<file path="src/rtl/dscc_map.vh">
// Constants for the serial command control block of the 12-bit converter.
`ifndef DSCC_MAP_VH
`define DSCC_MAP_VH
`define DSCC_WORD_BITS 16
`define DSCC_DATA_BITS 12
`define DSCC_CMD_HI 15
`define DSCC_CMD_LO 13
`define DSCC_DATA_HI 12
`define DSCC_DATA_LO 1
`define DSCC_MODE_BIT 12
`define DSCC_MODE0_BIT 11
`define DSCC_CMD_NOP 3'h0
`define DSCC_CMD_LOAD_IN 3'h1
`define DSCC_CMD_LOAD_BOTH 3'h2
`define DSCC_CMD_UPDATE 3'h3
`define DSCC_CMD_UPO_LOW 3'h4
`define DSCC_CMD_SHDN 3'h5
`define DSCC_CMD_UPO_HIGH 3'h6
`define DSCC_CMD_MODE 3'h7
`define DSCC_MIDSCALE 12'h800
`define DSCC_ZERO 12'h000
`define DSCC_WORD_ZERO 16'h0000
`define DSCC_INIT_START 2'h0
`define DSCC_INIT_DONE 2'h3
`endif

</file>
<file path="src/rtl/dscc_sync.v">
// Two-stage synchroniser for a group of pin-level inputs.
`timescale 1ns/100ps
module dscc_sync
#(
  parameter WIDTH = 1
)
(
  input wire core_clk,
  input wire rst,
  input wire [WIDTH-1:0] async_in,
  output wire [WIDTH-1:0] sync_out
);

  reg [WIDTH-1:0] meta_r;
  reg [WIDTH-1:0] sync_r;

  // The first stage feeds only the second, so no logic sees a metastable level.
  always @(posedge core_clk)
  begin
    if (rst)
    begin
      meta_r <= {WIDTH{1'b0}};
      sync_r <= {WIDTH{1'b0}};
    end
    else
    begin
      meta_r <= async_in;
      sync_r <= meta_r;
    end
  end

  assign sync_out = sync_r;

endmodule

</file>
<file path="src/rtl/dscc_top.v">
// Serial command decoder, double-buffered data registers and shutdown control.
// Timing and hazards
// Every pin passes the two-stage synchroniser, so the core sees each pin
// event two clocks late and acts on it one clock after that.
// A command therefore lands three core clocks after chip select rises.
// The shift clock must stay at each level for at least three core clocks,
// or an edge can slip between the synchroniser stages and be lost.
// Chip select must stay high for at least three core clocks between words.
// More than sixteen rising shift edges in one frame keep the last sixteen,
// which is what lets several converters share one chained data line.
// The command is decoded from the register as it stands when chip select
// rises, so a frame cut short decodes whatever bits it happens to hold.
// The lockout wake and the clear input pass the same synchroniser as the
// other pins, so they act a few core clocks late and not truly at once.
// This costs nothing in practice, because the core clock never stops.
// The power-down pin acts on its rising level change while lockout is high.
// Holding it high after a command wake does not put the block back to sleep;
// the pin must be lowered and raised again for a new shutdown request.
// A low lockout input blocks every entry into shutdown, but it only wakes
// the block through its falling edge, never through its level.
// Clear held low keeps the converter code at the reset value on every clock
// and keeps the block awake for as long as it is held.
// A clear seen during shutdown remembers that the user output must fall,
// and the output falls on the first clock after the block is awake again.
// The output enable follows the next shutdown value, so it and the shutdown
// flag always change on the same clock edge.
// Settling of the reference after a wake is left to the controller.
// After reset the synchroniser shows its reset level for two clocks, so
// the power-up codes are loaded on three clocks in a row; only the last
// load sees the real select pin, and the loads hide the false chip select
// edge that the synchroniser makes as it comes out of reset.
// Data out is fed only from the top bit of the shift register, on the edge
// the mode selects, so it keeps its level during shutdown by itself.
// In the rising-edge mode the bit launched on the last rising edge of a
// word is the sub-bit of the word before, half a cycle later than in the
// falling-edge mode.
// The clear input does not touch the input register, so a later update
// command brings back the code that was last loaded there.
`timescale 1ns/100ps
`include "dscc_map.vh"
module dscc_top
(
  input wire core_clk,
  input wire rst,
  input wire chip_select_n,
  input wire shift_clk,
  input wire serial_in,
  input wire reset_value_select,
  input wire powerdown_lockout,
  input wire clear_n,
  input wire powerdown_pin,
  output reg serial_out,
  output reg user_output_pin,
  output reg [11:0] dac_code,
  output reg [11:0] input_code,
  output reg shutdown,
  output reg analog_out_en,
  output reg rising_mode
);

  wire [5:0] pins_sync;
  wire cs_n_s;
  wire sclk_s;
  wire sdi_s;
  wire reset_value_select_s;
  wire pdl_s;
  wire clr_n_s;
  wire pd_s;
  reg sclk_d_r;
  reg cs_n_d_r;
  reg pdl_d_r;
  reg clr_n_d_r;
  reg reset_value_select_d_r;
  reg pd_d_r;
  reg [15:0] shift_r;
  reg [15:0] shift_nxt;
  reg [11:0] input_nxt;
  reg [11:0] dac_nxt;
  reg shdn_nxt;
  reg upo_nxt;
  reg mode_nxt;
  reg sdo_nxt;
  reg upo_reset_pending_r;
  reg upo_reset_pending_nxt;
  reg [1:0] init_cnt_r;
  wire init_busy;
  wire sclk_rise;
  wire sclk_fall;
  wire cs_rise;
  wire pdl_fall;
  wire [2:0] cmd;
  wire [11:0] sample;
  wire [11:0] reset_code;

  // Reset code chosen by the select pin, shared by power-up and clear.
  function [11:0] dscc_reset_code;
    input sel;
    begin
      dscc_reset_code = sel ? `DSCC_MIDSCALE : `DSCC_ZERO;
    end
  endfunction

  // Rising edge of a synchronised level against its delayed copy.
  function dscc_rise;
    input cur;
    input prev;
    begin
      dscc_rise = cur & ~prev;
    end
  endfunction

  // Falling edge of a synchronised level against its delayed copy.
  function dscc_fall;
    input cur;
    input prev;
    begin
      dscc_fall = ~cur & prev;
    end
  endfunction

  // All pin inputs come from another domain, so each passes two flops.
  dscc_sync #(.WIDTH(7)) u_sync
  (
    .core_clk(core_clk),
    .rst(rst),
    .async_in({chip_select_n, shift_clk, serial_in, reset_value_select,
               powerdown_lockout, clear_n, powerdown_pin}),
    .sync_out({cs_n_s, pins_sync})
  );

  assign sclk_s = pins_sync[5];
  assign sdi_s = pins_sync[4];
  assign reset_value_select_s = pins_sync[3];
  assign pdl_s = pins_sync[2];
  assign clr_n_s = pins_sync[1];
  assign pd_s = pins_sync[0];

  // Edge detection on the synchronised copies only.
  // A false chip select edge just after reset falls inside the power-up
  // loads, which skip all command decoding, so it does no harm.
  assign sclk_rise = dscc_rise(sclk_s, sclk_d_r);
  assign sclk_fall = dscc_fall(sclk_s, sclk_d_r);
  assign cs_rise = dscc_rise(cs_n_s, cs_n_d_r);
  assign pdl_fall = dscc_fall(pdl_s, pdl_d_r);

  // Power-up loads run until the select pin has crossed the synchroniser.
  assign init_busy = (init_cnt_r != `DSCC_INIT_DONE);

  // Word fields: command on top, sample bits, then the sub-bit at bit 0.
  assign cmd = shift_r[`DSCC_CMD_HI:`DSCC_CMD_LO];
  assign sample = shift_r[`DSCC_DATA_HI:`DSCC_DATA_LO];
  assign reset_code = dscc_reset_code(reset_value_select_s);

  // Next-state logic for the shift register, data registers and modes.
  always @*
  begin
    shift_nxt = shift_r;
    input_nxt = input_code;
    dac_nxt = dac_code;
    shdn_nxt = shutdown;
    upo_nxt = user_output_pin;
    mode_nxt = rising_mode;
    sdo_nxt = serial_out;
    upo_reset_pending_nxt = upo_reset_pending_r;
    if (init_busy)
    begin
      // The last of these loads sees the select pin through the synchroniser.
      input_nxt = reset_code;
      dac_nxt = reset_code;
    end
    else
    begin
      if (sclk_rise && !cs_n_s)
      begin
        shift_nxt = {shift_r[14:0], sdi_s};
      end
      // Data out shows the register MSB on the edge the mode selects.
      if ((rising_mode && sclk_rise) || (!rising_mode && sclk_fall))
      begin
        sdo_nxt = shift_r[15];
      end
      if (cs_rise)
      begin
        case (cmd)
          `DSCC_CMD_NOP:
          begin
            shdn_nxt = shutdown;
          end
          `DSCC_CMD_LOAD_IN:
          begin
            input_nxt = sample;
          end
          `DSCC_CMD_LOAD_BOTH:
          begin
            input_nxt = sample;
            dac_nxt = sample;
            shdn_nxt = 1'b0;
          end
          `DSCC_CMD_UPDATE:
          begin
            dac_nxt = input_code;
            shdn_nxt = 1'b0;
          end
          `DSCC_CMD_UPO_LOW:
          begin
            upo_nxt = 1'b0;
          end
          // Refused silently while lockout is low; the master sees nothing.
          `DSCC_CMD_SHDN:
          begin
            if (pdl_s)
            begin
              shdn_nxt = 1'b1;
            end
          end
          `DSCC_CMD_UPO_HIGH:
          begin
            upo_nxt = 1'b1;
          end
          // Pattern 01 in the two top sample bits is undefined and keeps the mode.
          `DSCC_CMD_MODE:
          begin
            if (shift_r[`DSCC_MODE_BIT])
            begin
              mode_nxt = 1'b1;
            end
            else if (!shift_r[`DSCC_MODE0_BIT])
            begin
              mode_nxt = 1'b0;
            end
          end
          default:
          begin
            shdn_nxt = shutdown;
          end
        endcase
      end
      // The power-down pin acts on its rising edge, gated by the lockout input.
      if (pd_s && pdl_s && !pd_d_r)
      begin
        shdn_nxt = 1'b1;
      end
      if (shutdown && pdl_fall)
      begin
        shdn_nxt = 1'b0;
      end
      // Clear has the last word: reset code and out of shutdown.
      if (!clr_n_s)
      begin
        dac_nxt = reset_code;
        if (shutdown)
        begin
          upo_reset_pending_nxt = 1'b1;
        end
        shdn_nxt = 1'b0;
      end
      if (!shutdown && upo_reset_pending_r)
      begin
        upo_nxt = 1'b0;
        upo_reset_pending_nxt = 1'b0;
      end
      // A lockout input that is low refuses any shutdown entry above.
      if (!pdl_s && !shutdown)
      begin
        shdn_nxt = 1'b0;
      end
    end
  end

  // State registers; the power-up codes are caught on three clocks after reset release.
  always @(posedge core_clk)
  begin
    if (rst)
    begin
      sclk_d_r <= 1'b0;
      cs_n_d_r <= 1'b1;
      pdl_d_r <= 1'b0;
      clr_n_d_r <= 1'b1;
      reset_value_select_d_r <= 1'b0;
      pd_d_r <= 1'b0;
      shift_r <= `DSCC_WORD_ZERO;
      input_code <= `DSCC_ZERO;
      dac_code <= `DSCC_ZERO;
      shutdown <= 1'b0;
      user_output_pin <= 1'b0;
      rising_mode <= 1'b0;
      serial_out <= 1'b0;
      upo_reset_pending_r <= 1'b0;
      init_cnt_r <= `DSCC_INIT_START;
      analog_out_en <= 1'b1;
    end
    else
    begin
      sclk_d_r <= sclk_s;
      cs_n_d_r <= cs_n_s;
      pdl_d_r <= pdl_s;
      clr_n_d_r <= clr_n_s;
      reset_value_select_d_r <= reset_value_select_s;
      pd_d_r <= pd_s;
      shift_r <= shift_nxt;
      input_code <= input_nxt;
      dac_code <= dac_nxt;
      shutdown <= shdn_nxt;
      user_output_pin <= upo_nxt;
      rising_mode <= mode_nxt;
      serial_out <= sdo_nxt;
      upo_reset_pending_r <= upo_reset_pending_nxt;
      if (init_busy)
      begin
        init_cnt_r <= init_cnt_r + 2'h1;
      end
      // The amplifier is released whenever shutdown ends; codes are kept.
      analog_out_en <= ~shdn_nxt;
    end
  end

endmodule

</file>
<file path="config.mk">
export PLATFORM = sky130hd
export DESIGN_NAME = dscc_top
export DESIGN_NICKNAME = d
export VERILOG_FILES = /design/src/rtl/dscc_sync.v /design/src/rtl/dscc_top.v
export VERILOG_INCLUDE_DIRS = /design/src /design/src/rtl
export SDC_FILE = /design/constraint.sdc
export NUM_CORES = 1
export LEC_CHECK = 0
export CAP_MARGIN = 15
export CORE_MARGIN = 2
export CORE_UTILIZATION = 56
export CTS_CLUSTER_DIAMETER = 80
export DETAILED_ROUTE_END_ITERATION = 8
export DONT_BUFFER_PORTS = 1
export HOLD_SLACK_MARGIN = 0.08
export PLACE_DENSITY = 0.74
export SYNTH_ARGS = -nofsm -noshare
export SYNTH_HDL_FRONTEND = slang
export SYNTH_SLANG_ARGS = --single-unit
</file>
<file path="constraint.sdc">
create_clock -name core_clk -period 2 [get_ports core_clk]
set_clock_uncertainty 0.15 [all_clocks]
set_input_delay 0.2 -clock core_clk [delete_from_list [all_inputs] [get_ports core_clk]]
set_output_delay 0.2 -clock core_clk [all_outputs]
set_load 0.005 [all_outputs]
</file>
==> qor.yml, run 1 <==
vias_per_cell: 5.501
tightest_slew_ns: 0.4102
power_mw: 2.635
cp_num_buf_inv: 0
final_util_pct: 63.92
drtIter0Drc: 107
gp_congestion: 0.7957
synthTopCellsByArea: "dfxtp_1, a21oi_1, mux2i_1"
synthFlopType: "dfxtp_1"
drt_first_pass_iters: 5
core_area_mm2: 0.004661
tritoncts: "done"
insertion_delay_ns: 0.33
p_per_area_mw_per_mm2: 884.4
grt_pass1_wl_um: 7935
slew_headroom_pct: 72.66
clock-sinks: 66
cp-end-kind: "register"
die_area_mm2: 0.005306
status: "completed"
synth.distinct_cells: 45
ctsResizeCount: 0
grt_pass1_vias: 1760
cts_buffers: 9
syn_nets: 289
yosys-top-cells-count: "dfxtp_1, nand2_1, a21oi_1"
critical_path_class: "reg2reg"
fmax_ghz: 0.5901
drc_errors: 0
synthesis.instances: 279
maxSlewViolCount: 0
cpMaxStageDelayCell: "or2_2"
arrival_ns: 1.80
critPathMaxFanout: 12
finalHoldViolCount: 0
period_share_pct: 84.73
yosysSeqAreaShare_pct: 49.79
wire_per_inst_um: 13.94
yosys.area.top_type: "dfxtp_1"
min_period_ns: 1.695
setup_tns_ns: 0
rsz0062_at_grt: "no"
hold_path_class: "in2reg"
via_count: 1898
post_cts_buffers: 0
worstSetupStartpointType: "register"
p_leak_nw: 1.051
port_buffers: 0
antenna_cells: 0
grt_usage_pct: 19.58
die_h_um: 72.84
yosys_warnings: 0
hpwl_um: 3146
synth_top_area_share_pct: 49.79
routed_wl_um: 4808
drv_cap: 0
peakVddDrop_mv: 0.5803
worst_ep_required_time_ns: 2.10
syn_avg_cell_area_um2: 9.512
syn-cell-area_mm2: 0.002654
final_nets: 296
synthArstFlopShare_pct: 0
antenna_found_initial: 0
clock_path_buffers: 2
area_growth_syn_to_layout_pct: 12.26
grt_remaining_overflow: 0
fp.dieW_um: 72.84
cp_slowest_stage_delay_ns: 0.43
ios: 38
crit_family: "simple AND/OR/NAND/NOR gates"
cts_root_buffer: "clkbuf_8"
yosysMostFrequentCell: "dfxtp_1"
cts.clk_slew.worst_paths_ns: 0.07
grt_max_degree: 45
synth_edf_count: 0
start_util_pct: 56.94
path_cells: "ha_1 > nand2_2 > or2_2 > a211oi_1"
setup_viol: 0
synth_seq_cells: 66
postRouteAntennaNets: 0
ctsHtreeMaxLevel: 3
rows: 25
drive_gt1_share_pct: 14.43
-- layout by cell type (no fill, tap or decap), drive strengths merged, types with 2 or more instances in the layout --
master and n:
nand3 12, nor2b 18, nand2b 3, dlygate4sd3 9, mux2i 14, buf 9
and4bb 2, nand3b 3, nor3b 2, o31ai 2, a21oi 29, a211oi 13
or2b 3, dfxtp 66, or2 2, inv 5, xor2 2, o21ai 16
clkbuf 13, nor2 14, nand2 35
-- per-stage QoR --
stage,hold slack (ns),cell area [µm²],setup slack (ns),std cells
3_5_place_dp,0.1252,2654,0.3217,319
3_3_place_gp,0.1231,2654,0.3781,319
5_1_grt,0.1270,2979,0.1548,345
4_1_cts,0.09926,2979,0.2972,345
2_1_floorplan,0.1782,2654,0.5235,279
6_report,0.1196,2979,0.3053,345
-- layout make-up --
cell class / instances / area (µm²)
tap: 54 / 67.56
sequential: 66 / 1321
multi-input combinational: 186 / 1174
clock buffer: 13 / 168.9
fill: 370 / 1682
timing repair buffer: 18 / 182.7
clock inverter: 3 / 46.29
inverter: 5 / 18.77
-- cells by family after synthesis --
family | after synthesis | share of synthesized area [%]
flip-flops | 66 | 49.79
AND/OR/NAND/NOR | 103 | 21.08
multiplexers | 15 | 5.705
XOR/XNOR | 3 | 0.9903
buffers and inverters | 27 | 5.988
adder cells (fa/ha/maj) | 1 | 0.4714
AO/OA/AOI/OAI | 64 | 15.98
-- power breakdown --
part           switching, mW  total [mW]  internal (mW)
logic                 0.0562       0.111         0.0548
clock network          0.480        1.16          0.681
registers             0.0179        1.36           1.34
total                  0.554        2.63           2.08
-- routing by layer --
metal | track usage (%) | up-vias | routed length (µm)
met5 | 0 | - | 0
met4 | 7.407 | 0 | 44
met3 | 8.425 | 7 | 368
met2 | 31.82 | 59 | 2208
met1 | 22.91 | 861 | 2186
li1 | - | 971 | -
-- flip-flops by register name, summed over array words and instances, names as in the netlist, named ones only --
name                 count
shift_r                 16
dac_code                12
input_code              12
u_sync.meta_r            7
u_sync.sync_out          7
init_cnt_r               2
analog_out_en            1
cs_n_d_r                 1
pd_d_r                   1
pdl_d_r                  1
rising_mode              1
sclk_d_r                 1
serial_out               1
upo_reset_pending_r      1
user_output_pin          1
-- worst paths after layout --
path / startpoint / endpoint / slack, ns / cells past startpoint
max: init_cnt_r[0] / dac_code[7] / 0.31 / 4
min: rst / dac_code[10] / 0.12 / 2
max reg2reg: init_cnt_r[0] / dac_code[7] / 0.31 / 4
min reg2reg: u_sync.sync_out[4] / shift_r[0] / 0.29 / 2
-- repair_timing --
item	CTS	global route
setup endpoints to repair	0	0
hold buffers	10	0
hold endpoints to repair	44	0
(Power assumes the default switching activity.)
==> inputs of run 2 (changes only) <==
clock period = 1.6 ns   (was 2 ns; I/O delays follow)
==> run 2 against run 1 <==
Die area unchanged. Critical path depth is 1 higher. Power increased by 23%. First-iteration DRC count grew 39%. Final cell count increased by 1.7%. Sequential power up 25%. Sequential share of layout area shrank 0.64 points. Combinational power up 34%. Highest routed layer unchanged.
==> qor.yml, run 2 (synthesis gave the netlist of run 1 again) <==
status: "completed"
insertion_delay_ns: 0.34  # about the same
setup_viol: 0  # unchanged
drive_gt1_share_pct: 16.84  # +2.4 points
p_per_area_mw_per_mm2: 1073  # +21%
min_period_ns: 1.537
grt_usage_pct: 19.73  # +0.15 points
regMostFlops: "shift_r"
start_util_pct: 56.94  # unchanged
clock-sinks: 66  # unchanged
r2r-start: "init_cnt_r[0]"
wire_per_inst_um: 14.00  # +0.46%
mostFrequentLayoutCell: "dfxtp_1"
arrival_ns: 1.65  # -0.15 ns
p_int_mw: 2.561  # +23%
grt_remaining_overflow: 0  # unchanged
ctsHtreeMaxLevel: 3  # unchanged
cts.clk_slew.worst_paths_ns: 0.07  # about the same
fp.dieW_um: 72.84  # unchanged
ios: 38  # unchanged
hold_path_class: "reg2reg"
cp-end-kind: "register"
reg_top3: "shift_r x16, dac_code x12, input_code x12"
die_h_um: 72.84  # unchanged
critPathCapture: "user_output_pin"
pwr-share-clk_pct: 42.9  # -1.2 points
critPathMaxFanout: 45  # +33
slew_headroom_pct: 73.68  # +1.0 points
r2r_cells: 5  # +1
maxSlewViolCount: 0  # unchanged
worstSetupStartpointType: "input pin"
worstSetupStartpoint: "rst"
clock_path_buffers: 2  # unchanged
cts_buffers: 9  # unchanged
final_cell_mix: "dfxtp_1, nand2_1, a21oi_1, nor2b_1"
grt_pass1_wl_um: 7921  # -0.18%
critical_path_class: "in2reg"
drv_cap: 0  # unchanged
final_nets: 302  # +2.0%
grt_max_degree: 46  # +2.2%
die_area_mm2: 0.005306  # unchanged
hpwl_um: 3206  # +1.9%
core_area_mm2: 0.004661  # unchanged
rsz0062_at_grt: "no"
setup_tns_ns: 0  # unchanged
grt_pass1_vias: 1689  # -4.0%
p_sw_share_pct: 21.07  # +0.027 points
largest_register_ffs: 16  # unchanged
worst_ep_required_time_ns: 1.72  # -0.38 ns
area_growth_syn_to_layout_pct: 14.00
via_count: 1933  # +1.8%
postRouteAntennaNets: 0  # unchanged
peakVddDrop_mv: 0.8746  # +51%
drt_first_pass_iters: 5  # unchanged
p_sw_mw: 0.6838  # +23%
p_comb_share_pct: 4.6  # +0.4 points
cts_root_buffer: "clkbuf_8"
drc_errors: 0  # unchanged
drtIter0Drc: 149  # +39%
finalHoldViolCount: 0  # unchanged
tritoncts: "done"
place_inst: 326  # +2.2%
seqPwrFrac_pct: 52.5  # +0.8 points
antenna_found_initial: 0  # unchanged
gp_congestion: 0.7669  # -3.6%
final_cells: 351  # +1.7%
p_leak_nw: 1.078  # +2.5%
port_buffers: 0  # unchanged
routed_wl_um: 4914  # +2.2%
period_share_pct: 96.06
vias_per_cell: 5.507  # +0.10%
tightest_slew_ns: 0.3947  # -0.01543 ns
rows: 25  # unchanged
antenna_cells: 0  # unchanged
rr_endpoint: "analog_out_en"
post_cts_buffers: 0  # unchanged
rrSetupSlack_ns: 0.12  # -0.19 ns
fmax_ghz: 0.6506
[run 2: worst min-delay path by stage]
stage / endpoint / slack, ns / from / cells after the start
2_1_floorplan: u_sync.meta_r[0] / 0.14 / powerdown_pin / 1
3_3_place_gp: shift_r[6] / 0.08 / rst / 1
3_5_place_dp: shift_r[15] / 0.09 / rst / 1
4_1_cts: u_sync.sync_out[6] / 0.29 / u_sync.meta_r[6] / 1
5_1_grt: u_sync.sync_out[6] / 0.29 / u_sync.meta_r[6] / 1
6_report: u_sync.sync_out[6] / 0.28 / u_sync.meta_r[6] / 1
[run 2: layout make-up]
| cell class | instances | area [µm²] |
|---|---|---|
| Clock buffer | 14 | 162.7 |
| Inverter | 5 | 18.77 |
| Clock inverter | 2 | 35.03 |
| Sequential cell | 66 | 1323 |
| Tap cell | 54 | 67.56 |
| Fill cell | 397 | 1635 |
| Timing Repair Buffer | 24 | 237.7 |
| Multi-Input combinational cell | 186 | 1181 |
[run 2: repair_timing]
action                                 CTS  global route
gates resized for setup                  1             3
cloned                                   0             0
endpoints found under the hold margin   54             0
hold buffers                             9             0
setup endpoints to repair                1             9
[run 2: power groups by stage]
stage / logic [mW] / clock network (mW) / registers (mW)
floorplan: 0.0984 / 0 / 1.73
global placement: 0.105 / 0 / 1.74
detailed placement: 0.109 / 0 / 1.74
CTS: 0.148 / 1.43 / 1.70
global route: 0.168 / 1.50 / 1.71
finish: 0.149 / 1.39 / 1.70
[run 2: stage by stage]
step | cell area (µm²) | util [%] | setup slack (ns) | hold WS, ns | power, mW
5_1_grt | 3025 | 64.91 | 0.03547 | 0.2950 | 3.371
2_1_floorplan | 2654 | - | 0.1235 | 0.1382 | 1.833
4_1_cts | 3019 | 64.78 | 0.03348 | 0.2871 | 3.280
3_5_place_dp | 2719 | 58.34 | 0.01086 | 0.08585 | 1.849
3_3_place_gp | 2719 | 58.34 | 0.06150 | 0.08350 | 1.844
6_report | 3025 | 64.91 | 0.06304 | 0.2804 | 3.245
[run 2: routing by layer]
| layer | GRT usage [%] | up-vias | part of all wire [%] |
|---|---|---|---|
| met2 | 30.10 | 52 | 45 |
| met3 | 9.116 | 7 | 6.9 |
| li1 | - | 985 | - |
| met4 | 8.642 | 0 | 1.3 |
| met5 | 0 | - | 0 |
| met1 | 23.89 | 889 | 46 |
[run 2: critical path: stages]
cell and delay (ns):
dlygate4sd3_1 0.61, buf_12 0.21, nand2b_1 0.16, or4_1 0.39
mux2i_1 0.13
==> inputs of run 3 (changes only) <==
PLACE_DENSITY = 0.69   (was 0.74)
==> run 3 against run 2 <==
Register-to-register slack about the same. Critical path depth down 1. Sequential cell count unchanged. Final area up 0.95%. Clock power about the same. Worst hold slack worse by 0.18 ns. Non-clock buffer count up 2. Power up 0.68%. Critical endpoint is now u_sync.meta_r[1]. Largest power group unchanged.
==> qor.yml, run 3 (synthesis gave the netlist of run 1 again) <==
fillCellCount: 383  # -3.5%
mostFrequentLayoutCell: "dfxtp_1"
rows: 25  # unchanged
drive_gt1_share_pct: 17.39  # +0.56 points
regMostFlops: "shift_r"
tightest_slew_ns: 0.3905  # -0.004267 ns
via_count: 1978  # +2.3%
power_mw: 3.267  # +0.68%
gp_congestion: 0.7731  # +0.81%
tritoncts: "done"
start_util_pct: 56.94  # unchanged
core_area_mm2: 0.004661  # unchanged
period_share_pct: 93.42  # -2.6 points
die_h_um: 72.84  # unchanged
fmax_ghz: 0.6690  # +2.8%
min_path_cells: 2  # +1
min_period_ns: 1.495  # -0.04218 ns
clock-sinks: 66  # unchanged
routed_wl_um: 5335  # +8.6%
arrival_ns: 1.57  # -0.08 ns
critical_path_class: "in2reg"
whs_ns: 0.1003  # -0.1801 ns
drc_errors: 0  # unchanged
die_area_mm2: 0.005306  # unchanged
vias_per_cell: 5.603  # +1.7%
holdPathEnd: "input_code[9]"
maxSlewViolCount: 0  # unchanged
grt_remaining_overflow: 0  # unchanged
drv_cap: 0  # unchanged
critPathMaxFanout: 44  # -2.2%
slew_headroom_pct: 73.97  # +0.28 points
ctsHtreeMaxLevel: 3  # unchanged
rr_endpoint: "dac_code[5]"
final_cell_mix: "dfxtp_1, nand2_1, a21oi_1, nor2b_1"
clock_path_buffers: 2  # unchanged
antenna_found_initial: 0  # unchanged
drt_first_pass_iters: 4  # -1
hpwl_um: 3393  # +5.8%
fp.dieW_um: 72.84  # unchanged
insertion_delay_ns: 0.34  # about the same
setup_viol: 0  # unchanged
fin_ws_ns: 0.1052  # +0.04218 ns
status: "completed"
post-place-ws_ns: 0.02494  # +0.01409 ns
min_from: "rst"
final_nets: 304  # +0.66%
cts_root_buffer: "clkbuf_8"
r2r_cells: 4  # -1
hold_path_class: "in2reg"
port_buffers: 0  # unchanged
largest_register_ffs: 16  # unchanged
worstSetupStartpointType: "input pin"
post_cts_buffers: 0  # unchanged
peakVddDrop_mv: 0.7276  # -17%
antenna_cells: 0  # unchanged
r2r-start: "cs_n_d_r"
postRouteAntennaNets: 0  # unchanged
rrSetupSlack_ns: 0.12  # about the same
final_util_pct: 65.53  # +0.62 points
grt_pass1_wl_um: 8659  # +9.3%
cts_buffers: 9  # unchanged
grt_usage_pct: 21.50  # +1.8 points
grt_pass1_vias: 1798  # +6.5%
finalHoldViolCount: 0  # unchanged
cts.clk_slew.worst_paths_ns: 0.08  # about the same
drtIter0Drc: 195  # +31%
setup_tns_ns: 0  # unchanged
worst_ep_required_time_ns: 1.68  # -0.04 ns
grt_max_degree: 45  # -2.2%
area_growth_syn_to_layout_pct: 15.09
ios: 38  # unchanged
reg_top3: "shift_r x16, dac_code x12, input_code x12"
wire_per_inst_um: 15.11  # +8.0%
p_per_area_mw_per_mm2: 1070  # -0.26%
p_leak_nw: 1.087  # +0.86%
cp-end-kind: "register"
run 3: per-layer routing:
metal | routed length [µm] | GRT usage, % | vias up | part of all wire, %
li1 | - | - | 985 | -
met1 | 2561 | 28.35 | 938 | 48
met2 | 2448 | 32.53 | 47 | 46
met3 | 245 | 6.077 | 8 | 4.6
met4 | 79 | 10.29 | 0 | 1.5
met5 | 0 | 0 | - | 0
run 3: how the worst max path moves through the flow:
stage,startpoint,end,slack [ns],cells past startpoint
after floorplan,init_cnt_r[0],dac_code[0],0.12,5
after global placement,init_cnt_r[0],dac_code[7],0.07,4
after detailed placement,init_cnt_r[0],dac_code[7],0.02,4
after CTS,init_cnt_r[0],dac_code[7],0.02,4
after global routing,shift_r[13],input_code[8],-0.02,4
final,rst,u_sync.meta_r[1],0.11,4
run 3: power breakdown:
| part | internal (mW) | switching [mW] | leakage (nW) |
|---|---|---|---|
| combinational | 0.0796 | 0.0776 | 0.456 |
| sequential | 1.68 | 0.0215 | 0.536 |
| clock | 0.761 | 0.647 | 0.0945 |
| total | 2.52 | 0.746 | 1.09 |
run 3: through the flow:
step | cells | instance area [µm²]
floorplan | 279 | 2654
detailed placement | 326 | 2719
global placement | 326 | 2719
global route | 353 | 3054
finish | 353 | 3054
CTS | 352 | 3033
run 3: timing repair:
item / CTS / global route
endpoints found under the hold margin: 44 / 12
endpoints found under the setup margin: 0 / 29
hold buffers: 10 / 1
gates resized for setup: 0 / 4
run 3: critical path: stages:
cell           delay, ns
dlygate4sd3_1       0.57
buf_12              0.22
nor2b_1             0.06
dlygate4sd3_1       0.54
run 3: cell type report:
type / count / area [µm²] / area share (%)
well taps: 54 / 67.56 / 2.212
inverters: 5 / 18.77 / 0.6145
clock buffers: 10 / 137.6 / 4.506
repair buffers: 26 / 261.5 / 8.562
clock inverters: 6 / 66.31 / 2.171
multi-input cells: 186 / 1181 / 38.67
flip-flops and latches: 66 / 1321 / 43.26
